File: src/rtl/cscr_pkg.sv
/*
 * Shared constants for the control signal register bank.
 * Assumes nothing beyond a SystemVerilog compiler.
 */
package cscr_pkg;
    // Register offsets
    localparam logic [15:0] ADR_KEY_STATUS  = 16'h01c2;
    localparam logic [15:0] ADR_REMOTE      = 16'h01cc;
    localparam logic [15:0] ADR_SAFETY_SP   = 16'h01cd;
    localparam logic [15:0] ADR_EXT_SP      = 16'h01ce;
    localparam logic [15:0] ADR_ALT_OUT     = 16'h01cf;
    localparam logic [15:0] ADR_MANUAL      = 16'h01d0;
    localparam logic [15:0] ADR_OUT_OFF     = 16'h01d1;
    localparam logic [15:0] ADR_RELAY_RST   = 16'h01d2;
    localparam logic [15:0] ADR_PROGRAM_RUN_CTRL_RUN    = 16'h01d3;
    localparam logic [15:0] ADR_ERR_RST     = 16'h01d6;
    localparam logic [15:0] ADR_PV_SEL      = 16'h01d7;
    localparam logic [15:0] ADR_IN_FORCE    = 16'h01e0;
    // Field positions
    localparam int unsigned DI1_BIT       = 0;
    localparam int unsigned KEY_ENTER_BIT = 8;
    localparam int unsigned KEY_DOWN_BIT  = 9;
    localparam int unsigned KEY_UP_BIT    = 10;
    localparam int unsigned FORCE_EN_BIT  = 0;
    localparam int unsigned FORCE_VAL_BIT = 8;
    // Values after reset and program step position limit
    localparam logic        CTRL_RST  = 1'b0;
    localparam logic [15:0] WORD_RST  = 16'h0000;
    localparam logic [15:0] POS_MAX   = 16'hffff;
    // Programmer states
    typedef enum logic [1:0] {
        CSCR_PG_IDLE = 2'b00,
        CSCR_PG_RUN  = 2'b01,
        CSCR_PG_HALT = 2'b10
    } cscr_pg_state_t;
endpackage : cscr_pkg

File: src/rtl/cscr_program_run_ctrl_if.sv
/*
 * Link between the register bank and its programmer sequencer.
 * Assumes both ends share one clock.
 */
`timescale 1ns/100ps
`default_nettype none
interface cscr_program_run_ctrl_if;
    logic        run;
    logic        multi;
    logic        step;
    logic [15:0] pos;
    logic        running;
    modport ctrl (output run, multi, step, input  pos, running);
    modport program_run_ctrl (input  run, multi, step, output pos, running);
endinterface : cscr_program_run_ctrl_if
`default_nettype wire

File: src/rtl/cscr_sync.sv
/*
 * Three-stage input synchroniser with agreement filter.
 * Assumes inputs asynchronous to i_clk.
 */
`timescale 1ns/100ps
`default_nettype none
module cscr_sync
    import cscr_pkg::*;
#(
    parameter int unsigned W = 4
) (
    // Clock and reset
    input  wire logic         i_clk,
    input  wire logic         i_srst,
    // Data
    input  wire logic [W-1:0] i_d,
    output var  logic [W-1:0] o_q
);
    logic [W-1:0] s1_q;
    logic [W-1:0] s2_q;
    logic [W-1:0] s3_q;
    logic [W-1:0] agree;

    assign agree = ~(s2_q ^ s3_q);

    always_ff @(posedge i_clk) begin
        if (i_srst) begin
            s1_q <= '0;
            s2_q <= '0;
            s3_q <= '0;
            o_q  <= '0;
        end else begin
            s1_q <= i_d;
            s2_q <= s1_q;
            s3_q <= s2_q;
            o_q  <= (s3_q & agree) | (o_q & ~agree);
        end
    end
endmodule : cscr_sync
`default_nettype wire

File: src/rtl/cscr_program_run_ctrl.sv
/*
 * Programmer sequencer: start, stop, reset or hold of the program step.
 * Assumes run, multi and step come from logic on i_clk.
 */
`timescale 1ns/100ps
`default_nettype none
module cscr_program_run_ctrl
    import cscr_pkg::*;
(
    // Clock and reset
    input  wire logic i_clk,
    input  wire logic i_srst,
    // Control link
    cscr_program_run_ctrl_if.program_run_ctrl p
);
    cscr_pg_state_t state_q;
    logic           run_prev_q;
    logic [15:0]    pos_q;
    logic           start;
    logic           stop;

    assign start     = p.run & ~run_prev_q;
    assign stop      = ~p.run & run_prev_q;
    assign p.pos     = pos_q;
    assign p.running = (state_q == CSCR_PG_RUN);

    always_ff @(posedge i_clk) begin
        if (i_srst) begin
            run_prev_q <= CTRL_RST;
        end else begin
            run_prev_q <= p.run;
        end
    end

    always_ff @(posedge i_clk) begin
        if (i_srst) begin
            state_q <= CSCR_PG_IDLE;
            pos_q   <= WORD_RST;
        end else begin
            unique case (state_q)
                CSCR_PG_IDLE: begin
                    if (start) begin
                        state_q <= CSCR_PG_RUN;
                        pos_q   <= WORD_RST;
                    end
                end
                CSCR_PG_RUN: begin
                    if (stop && p.multi) begin
                        state_q <= CSCR_PG_HALT;
                    end else if (stop) begin
                        state_q <= CSCR_PG_IDLE;
                        pos_q   <= WORD_RST;
                    end else if (p.step && pos_q != POS_MAX) begin
                        pos_q <= pos_q + 16'h0001;
                    end
                end
                CSCR_PG_HALT: begin
                    if (start) begin
                        state_q <= CSCR_PG_RUN;
                    end
                end
                default: begin
                    state_q <= CSCR_PG_IDLE;
                end
            endcase
        end
    end
endmodule : cscr_program_run_ctrl
`default_nettype wire

File: src/rtl/cscr_top.sv
/*
 * Control signal register bank of a process controller: single-bit
 * control registers, input/key status, setpoint, output and process
 * value selection, error list, relay alarm and programmer control.
 * Assumes the field bus framing logic presents decoded register
 * accesses on i_clk; key and input pins are asynchronous.
 */
// Behaviour
// - Bit 0 of input status shows the first digital input.
// - Bits 8, 9, 10 of input status show confirm, down, up keys.
// - In remote mode panel adjustments are blocked; bus only.
// - Safety setpoint signal makes the second setpoint active.
// - The safety setpoint is never clamped to setpoint limits.
// - External setpoint signal selects the external setpoint value.
// - Second output signal selects the fixed alternate output.
// - Manual signal puts the controller in manual mode.
// - Output disable signal switches all controller outputs off.
// - Forced outputs still win while disabled; alarms keep running.
// - Writing one to error reset acknowledges the whole error list.
// - Errors still present reappear at the next measurement.
// - Writing one to relay reset clears the relay alarm.
// - Single-program stop resets; next start runs from the beginning.
// - Multi-program stop halts; next start continues.
// - Forcing bit 0 replaces the first digital input with bus value.
// - Source select switches process value between first and second.
`timescale 1ns/100ps
`default_nettype none
module cscr_top
    import cscr_pkg::*;
#(
    parameter int unsigned ERR_W = 8
) (
    // Clock and reset
    input  wire logic             i_clk,
    input  wire logic             i_srst,
    // Register access from the field bus
    input  wire logic             i_reg_wr,
    input  wire logic             i_reg_rd,
    input  wire logic [15:0]      i_reg_addr,
    input  wire logic [15:0]      i_reg_wdata,
    output var  logic [15:0]      o_reg_rdata,
    output var  logic             o_reg_ack,
    output var  logic             o_reg_err,
    // Front panel adjustments
    input  wire logic             i_panel_wr,
    input  wire logic [15:0]      i_panel_addr,
    input  wire logic [15:0]      i_panel_wdata,
    output var  logic             o_panel_blocked,
    // Pins
    input  wire logic             i_di1,
    input  wire logic             i_key_enter,
    input  wire logic             i_key_down,
    input  wire logic             i_key_up,
    // Setpoint sources and limits
    input  wire logic [15:0]      i_sp_main,
    input  wire logic [15:0]      i_sp_safety,
    input  wire logic [15:0]      i_sp_ext,
    input  wire logic [15:0]      i_sp_lo,
    input  wire logic [15:0]      i_sp_hi,
    output var  logic [15:0]      o_setpoint,
    // Controller output path
    input  wire logic [15:0]      i_ctrl_out,
    input  wire logic [15:0]      i_alt_out,
    input  wire logic [15:0]      i_manual_out,
    input  wire logic             i_force_out_en,
    input  wire logic [15:0]      i_force_out_val,
    output var  logic [15:0]      o_out,
    output var  logic             o_manual,
    // Process value and alarm
    input  wire logic [15:0]      i_pv1,
    input  wire logic [15:0]      i_pv2,
    input  wire logic [15:0]      i_alarm_lim,
    output var  logic [15:0]      o_pv,
    output var  logic             o_alarm,
    output var  logic             o_di,
    // Error list and relay alarm
    input  wire logic             i_meas_tick,
    input  wire logic [ERR_W-1:0] i_err_cause,
    input  wire logic             i_relay_fault,
    output var  logic [ERR_W-1:0] o_err_list,
    output var  logic             o_relay_alarm,
    // Programmer
    input  wire logic             i_program_run_ctrl_multi,
    input  wire logic             i_program_run_ctrl_step,
    output var  logic             o_program_run_ctrl_running,
    output var  logic [15:0]      o_program_run_ctrl_pos
);
    logic        remote_q;
    logic        safety_q;
    logic        ext_q;
    logic        alt_q;
    logic        manual_q;
    logic        off_q;
    logic        relay_rst_q;
    logic        program_run_ctrl_q;
    logic        err_rst_q;
    logic        pv_sel_q;
    logic        force_en_q;
    logic        force_val_q;
    logic [3:0]  pins_s;
    logic        panel_ok;
    logic        w_en;
    logic [15:0] w_addr;
    logic [15:0] w_data;
    logic        err_ack;
    logic        relay_ack;
    logic        di_eff;
    logic [15:0] status;
    logic [15:0] rd_word;
    logic        rd_hit;

    function automatic logic [15:0] clamp(input logic [15:0] v,
                                          input logic [15:0] lo,
                                          input logic [15:0] hi);
        if (v < lo) begin
            return lo;
        end else if (v > hi) begin
            return hi;
        end
        return v;
    endfunction : clamp

    cscr_sync #(
        .W (4)
    ) u_sync (
        .i_clk  (i_clk),
        .i_srst (i_srst),
        .i_d    ({i_key_up, i_key_down, i_key_enter, i_di1}),
        .o_q    (pins_s)
    );

    cscr_program_run_ctrl_if program_run_ctrl_link ();

    assign program_run_ctrl_link.run   = program_run_ctrl_q;
    assign program_run_ctrl_link.multi = i_program_run_ctrl_multi;
    assign program_run_ctrl_link.step  = i_program_run_ctrl_step;

    cscr_program_run_ctrl u_program_run_ctrl (
        .i_clk  (i_clk),
        .i_srst (i_srst),
        .p      (program_run_ctrl_link.program_run_ctrl)
    );

    // Panel writes pass only outside remote mode; bus wins a clash
    assign panel_ok = i_panel_wr & ~remote_q;
    assign w_en     = i_reg_wr | panel_ok;
    assign w_addr   = i_reg_wr ? i_reg_addr : i_panel_addr;
    assign w_data   = i_reg_wr ? i_reg_wdata : i_panel_wdata;
    assign err_ack  = w_en && w_addr == ADR_ERR_RST && w_data[0];
    assign relay_ack = w_en && w_addr == ADR_RELAY_RST && w_data[0];

    assign di_eff = force_en_q ? force_val_q : pins_s[0];

    always_comb begin
        status                = WORD_RST;
        status[DI1_BIT]       = di_eff;
        status[KEY_ENTER_BIT] = pins_s[1];
        status[KEY_DOWN_BIT]  = pins_s[2];
        status[KEY_UP_BIT]    = pins_s[3];
    end

    // Control bits keep bit 0 only; the input force register keeps bits 0 and 8
    always_ff @(posedge i_clk) begin
        if (i_srst) begin
            remote_q    <= CTRL_RST;
            safety_q    <= CTRL_RST;
            ext_q       <= CTRL_RST;
            alt_q       <= CTRL_RST;
            manual_q    <= CTRL_RST;
            off_q       <= CTRL_RST;
            relay_rst_q <= CTRL_RST;
            program_run_ctrl_q      <= CTRL_RST;
            err_rst_q   <= CTRL_RST;
            pv_sel_q    <= CTRL_RST;
            force_en_q  <= CTRL_RST;
            force_val_q <= CTRL_RST;
        end else if (w_en) begin
            unique case (w_addr)
                ADR_REMOTE:    remote_q    <= w_data[0];
                ADR_SAFETY_SP: safety_q    <= w_data[0];
                ADR_EXT_SP:    ext_q       <= w_data[0];
                ADR_ALT_OUT:   alt_q       <= w_data[0];
                ADR_MANUAL:    manual_q    <= w_data[0];
                ADR_OUT_OFF:   off_q       <= w_data[0];
                ADR_RELAY_RST: relay_rst_q <= w_data[0];
                ADR_PROGRAM_RUN_CTRL_RUN:  program_run_ctrl_q      <= w_data[0];
                ADR_ERR_RST:   err_rst_q   <= w_data[0];
                ADR_PV_SEL:    pv_sel_q    <= w_data[0];
                ADR_IN_FORCE: begin
                    force_en_q  <= w_data[FORCE_EN_BIT];
                    force_val_q <= w_data[FORCE_VAL_BIT];
                end
                default: ;
            endcase
        end
    end

    always_comb begin
        rd_hit  = 1'b1;
        rd_word = WORD_RST;
        unique case (i_reg_addr)
            ADR_KEY_STATUS: rd_word = status;
            ADR_REMOTE:     rd_word[0] = remote_q;
            ADR_SAFETY_SP:  rd_word[0] = safety_q;
            ADR_EXT_SP:     rd_word[0] = ext_q;
            ADR_ALT_OUT:    rd_word[0] = alt_q;
            ADR_MANUAL:     rd_word[0] = manual_q;
            ADR_OUT_OFF:    rd_word[0] = off_q;
            ADR_RELAY_RST:  rd_word[0] = relay_rst_q;
            ADR_PROGRAM_RUN_CTRL_RUN:   rd_word[0] = program_run_ctrl_q;
            ADR_ERR_RST:    rd_word[0] = err_rst_q;
            ADR_PV_SEL:     rd_word[0] = pv_sel_q;
            ADR_IN_FORCE: begin
                rd_word[FORCE_EN_BIT]  = force_en_q;
                rd_word[FORCE_VAL_BIT] = force_val_q;
            end
            default:        rd_hit = 1'b0;
        endcase
    end

    // Bus answer one cycle after the request
    always_ff @(posedge i_clk) begin
        if (i_srst) begin
            o_reg_ack   <= CTRL_RST;
            o_reg_err   <= CTRL_RST;
            o_reg_rdata <= WORD_RST;
        end else begin
            o_reg_ack   <= i_reg_rd | i_reg_wr;
            o_reg_err   <= (i_reg_rd | i_reg_wr) &
                           (~rd_hit | (i_reg_wr &
                            i_reg_addr == ADR_KEY_STATUS));
            o_reg_rdata <= (i_reg_rd && rd_hit) ? rd_word : WORD_RST;
        end
    end

    always_ff @(posedge i_clk) begin
        if (i_srst) begin
            o_panel_blocked <= CTRL_RST;
        end else begin
            o_panel_blocked <= i_panel_wr & remote_q;
        end
    end

    always_ff @(posedge i_clk) begin
        if (i_srst) begin
            o_setpoint <= WORD_RST;
        end else if (safety_q) begin
            o_setpoint <= i_sp_safety;
        end else if (ext_q) begin
            o_setpoint <= clamp(i_sp_ext, i_sp_lo, i_sp_hi);
        end else begin
            o_setpoint <= clamp(i_sp_main, i_sp_lo, i_sp_hi);
        end
    end

    // Forcing above disable above manual above alternate
    always_ff @(posedge i_clk) begin
        if (i_srst) begin
            o_out    <= WORD_RST;
            o_manual <= CTRL_RST;
        end else begin
            o_manual <= manual_q;
            if (i_force_out_en) begin
                o_out <= i_force_out_val;
            end else if (off_q) begin
                o_out <= WORD_RST;
            end else if (manual_q) begin
                o_out <= i_manual_out;
            end else if (alt_q) begin
                o_out <= i_alt_out;
            end else begin
                o_out <= i_ctrl_out;
            end
        end
    end

    // Alarm check ignores output disable
    always_ff @(posedge i_clk) begin
        if (i_srst) begin
            o_pv    <= WORD_RST;
            o_alarm <= CTRL_RST;
            o_di    <= CTRL_RST;
        end else begin
            o_pv    <= pv_sel_q ? i_pv2 : i_pv1;
            o_alarm <= o_pv > i_alarm_lim;
            o_di    <= di_eff;
        end
    end

    // Measurement entries win over a same-cycle acknowledge
    always_ff @(posedge i_clk) begin
        if (i_srst) begin
            o_err_list <= '0;
        end else begin
            o_err_list <= (err_ack ? '0 : o_err_list) |
                          (i_meas_tick ? i_err_cause : '0);
        end
    end

    always_ff @(posedge i_clk) begin
        if (i_srst) begin
            o_relay_alarm <= CTRL_RST;
        end else if (i_relay_fault) begin
            o_relay_alarm <= 1'b1;
        end else if (relay_ack) begin
            o_relay_alarm <= 1'b0;
        end
    end

    always_ff @(posedge i_clk) begin
        if (i_srst) begin
            o_program_run_ctrl_running <= CTRL_RST;
            o_program_run_ctrl_pos     <= WORD_RST;
        end else begin
            o_program_run_ctrl_running <= program_run_ctrl_link.running;
            o_program_run_ctrl_pos     <= program_run_ctrl_link.pos;
        end
    end
endmodule : cscr_top
`default_nettype wire

File: config.mk
export PLATFORM = sky130hd
export DESIGN_NAME = cscr_top
export DESIGN_NICKNAME = d
export VERILOG_FILES = /design/src/rtl/cscr_pkg.sv /design/src/rtl/cscr_program_run_ctrl_if.sv /design/src/rtl/cscr_sync.sv /design/src/rtl/cscr_program_run_ctrl.sv /design/src/rtl/cscr_top.sv
export SDC_FILE = /design/constraint.sdc
export NUM_CORES = 1
export LEC_CHECK = 0
export BUFFER_PORTS_ARGS = -buffer_cell sky130_fd_sc_hd__clkbuf_2
export CORE_AREA = 2 2 145 147
export DETAILED_ROUTE_END_ITERATION = 7
export DIE_AREA = 0 0 147 149
export PLACE_DENSITY = 0.7
export SLEW_MARGIN = 20
export SYNTH_ARGS = -nofsm -noshare
export SYNTH_HDL_FRONTEND = slang
export SYNTH_SLANG_ARGS = --single-unit
File: constraint.sdc
create_clock -name i_clk -period 5.42 [get_ports i_clk]
set_input_delay 0.542 -clock i_clk [delete_from_list [all_inputs] [get_ports i_clk]]
set_output_delay 0.542 -clock i_clk [all_outputs]
set_load 0.03 [all_outputs]
==> impl_metrics.env <==
export IMPL_synth_area_um2=8040
export IMPL_yosysUniqueCellTypes=70
export IMPL_synth_area_leaders="dfxtp_1, ha_1, mux2i_1, nor2b_1, nor2_1"
export IMPL_layout_nets=1600
export IMPL_synth_top_cell_area_share_pct=32.6
export IMPL_port_buffers=333
export IMPL_worstReg2RegEnd="u_program_run_ctrl.p.pos[5]"
export IMPL_vias_per_cell=5.12
export IMPL_drt_iter0_markers=348
export IMPL_cts_tree="done"
export IMPL_r2r_cells=7
export IMPL_grt_pass1_wl_um=36900
export IMPL_yosys_area_share_adder_pct=12.3
export IMPL_synth_top_family_by_area="simple AND/OR/NAND/NOR gates"
export IMPL_hold_class="in -> reg"
export IMPL_setup_worst_path_end_class="flip-flop"
export IMPL_slew_violations=0
export IMPL_grt_max_degree=77
export IMPL_min_period_over_period_pct=57.2
export IMPL_setup_violations=0
export IMPL_drv_cap=0
export IMPL_root_buffer="clkbuf_16"
export IMPL_ios=374
export IMPL_dieArea_um2=21900
export IMPL_path_clk_slew_ns=0.07
export IMPL_regArea_um2=2620
export IMPL_power_per_cell_area_nw_per_um2=260
export IMPL_holdPathStages=2
export IMPL_via_count=7836
export IMPL_totalWireLength_um=24200
export IMPL_routedWlPerCell_um=15.8
export IMPL_ys_ff_latch=131
export IMPL_setup_tns_ns=0
export IMPL_ys_warnings_count=0
export IMPL_antenna_found_initial=2
export IMPL_yosys_area_share_simple_pct=19.8
export IMPL_area_growth_pct=30.4
export IMPL_synth_compound_area_share_pct=17.7
export IMPL_ys_flop_type="dfxtp_1"
export IMPL_crit_arrival_ns=3.39
export IMPL_cts_buffers=17
export IMPL_worstPathRequired_ns=5.71
export IMPL_holdPathEnd="o_err_list[2]"
export IMPL_post_synth_mux_area_share_pct=10.2
export IMPL_synth_largest_area_cell="dfxtp_1"
export IMPL_relSlewSlack_pct=23.7
export IMPL_n_fill_cell=1995
export IMPL_power_leakage_nw=5.02
export IMPL_p_total_mw=2.72
export IMPL_fin_skew_ns=0.0133
export IMPL_ys_seq_area_share_pct=32.6
export IMPL_n_antenna_cell=0
export IMPL_drc_errors=0
export IMPL_clock_sinks=131
export IMPL_fmax_mhz=322
export IMPL_fp_row_count=53
export IMPL_htree_levels=4
export IMPL_hp_start="i_err_cause[2]"
export IMPL_insertion_delay_ns=0.42
export IMPL_crit_type="in -> reg"
export IMPL_rsz0062_at_grt="false"
export IMPL_rr_startpoint="u_program_run_ctrl.p.pos[3]"
export IMPL_layout_drive_gt1_share_pct=33.2
export IMPL_multi_input_area_um2=4980
export IMPL_async_flop_share_pct=0
export IMPL_hold_violations=0
export IMPL_synth_xor_area_share_pct=1.31
export IMPL_drtAntennaViolNets=0
export IMPL_grt_pass1_vias=7478
export IMPL_grt_use_total_pct=21.4
export IMPL_holdBufCountCts=0
export IMPL_place_congestion=0.894
export IMPL_ctsResizeCount=0
export IMPL_ctsLongestPathBuffers=2
export IMPL_first_pass_iters=5
export IMPL_die_w_um=147
export IMPL_start_kind="input pin"
export IMPL_outcome="finished, final reports clean"
export IMPL_start_util_pct=39.1
export IMPL_syn_avg_cell_area_um2=8.66
export IMPL_cp_max_fo=16
export IMPL_syn_inst=928
export IMPL_rrSetupSlack_ns=3.24
export IMPL_post_cts_repair_setup_buffers=0
export IMPL_synth_edf_count=0
export IMPL_period_needed_ns=3.10
export IMPL_post_dp_hpwl_um=19400
export IMPL_overflow=0
export IMPL_core_area_um2=20600
export IMPL_ir_worst_vdd_mv=0.220
export IMPL_die_h_um=149
export IMPL_worstMarginPinSlew_ns=1.14
==> cell type report <==
| cell class | instances | share of cell area [%] |
|---|---|---|
| Clock inverter | 15 | 1.78 |
| Clock buffer | 17 | 4.06 |
| Inverter | 56 | 2.01 |
| Sequential cell | 131 | 25.0 |
| Tap cell | 275 | 3.28 |
| Multi-Input combinational cell | 699 | 47.5 |
| Timing Repair Buffer | 338 | 16.3 |
==> cell usage after synthesis (all sizes together), types with 6 or more instances <==
| cell type | count |
|---|---|
| a211o | 15 |
| a21oi | 39 |
| a221oi | 17 |
| a22o | 10 |
| a22oi | 20 |
| buf | 19 |
| clkbuf | 34 |
| dfxtp | 131 |
| ha | 79 |
| inv | 56 |
| mux2 | 20 |
| mux2i | 59 |
| nand2 | 54 |
| nand2b | 7 |
| nand3 | 10 |
| nand3b | 6 |
| nand4 | 18 |
| nor2 | 97 |
| nor2b | 61 |
| nor3 | 8 |
| nor4 | 7 |
| o21ai | 47 |
| o22ai | 16 |
| or2 | 18 |
| xor2 | 7 |
==> worst max-delay path: stages <==
cell,delay [ns]
clkbuf_2,0.10
inv_1,0.06
ha_1,0.31
nand4_1,0.24
a2111o_1,0.43
a31oi_2,0.88
mux2_2,0.42
a221oi_1,0.28
o22ai_1,0.12
==> worst max-delay path by stage <==
stage          depth (start not counted)  slack (ns)        endpoint        start
4_1_cts                                9        2.34  o_setpoint[14]  i_sp_hi[11]
3_3_place_gp                           9        1.92   o_setpoint[6]  i_sp_hi[11]
3_5_place_dp                           9        1.89   o_setpoint[6]  i_sp_hi[11]
6_report                               9        2.32  o_setpoint[14]  i_sp_hi[11]
2_1_floorplan                         10        2.64   o_setpoint[6]   i_sp_hi[1]
5_1_grt                               10        2.11  o_setpoint[13]   i_sp_hi[1]
==> stage by stage <==
step	utilization, %	cells	instance area, um^2	setup WS [ns]	hold slack (ns)
2_1_floorplan	-	939	8080	2.64	0.414
3_3_place_gp	48.0	1499	9860	1.92	0.416
3_5_place_dp	48.0	1499	9860	1.89	0.434
4_1_cts	50.9	1531	10500	2.34	0.317
5_1_grt	51.0	1531	10500	2.11	0.317
6_report	51.0	1531	10500	2.32	0.337
==> registers in the layout, summed over array words and instances (netlist names), 2 cells and up, named ones only <==
name	flops
o_program_run_ctrl_pos	16
o_reg_rdata	4
o_err_list	8
u_program_run_ctrl.state_q	2
u_sync.s2_q	4
u_sync.s1_q	4
o_setpoint	16
u_program_run_ctrl.p.pos	16
o_out	16
o_pv	16
u_sync.s3_q	4
==> routing by layer <==
layer	vias to the layer above	wire length (um)	track usage [%]
met4	2	575	7.79
met2	325	12000	39.4
li1	3947	-	-
met1	3527	9890	24.0
met3	35	1790	5.17
met5	-	12	0
==> cell usage in the layout, fill, tap and decap left out, types with 38 or more instances in the layout <==
master / netlist / routed
mux2i_1: 59 / 59
nand2_1: 54 / 54
nor2b_1: 61 / 61
clkbuf_2: 0 / 332
a21oi_1: 39 / 38
ha_1: 79 / 79
inv_1: 56 / 56
o21ai_0: 45 / 45
nor2_1: 97 / 96
dfxtp_1: 131 / 130
==> cells by family (layout without fill, tap and decap cells) <==
kind of cell / after synthesis / count (layout)
other cells: 1 / 12
buf+inv: 109 / 426
fa+ha+maj: 79 / 79
compound gates: 207 / 207
mux: 79 / 79
xor+xnor: 12 / 12
simple gates: 310 / 310
flops: 131 / 131
==> report_power, final <==
group	leakage (nW)	switching, mW	internal [mW]
Combinational	3.65	0.314	0.222
Sequential	1.07	0.0143	1.00
Clock	0.298	0.540	0.628
Power figures use the tool's default switching activity.
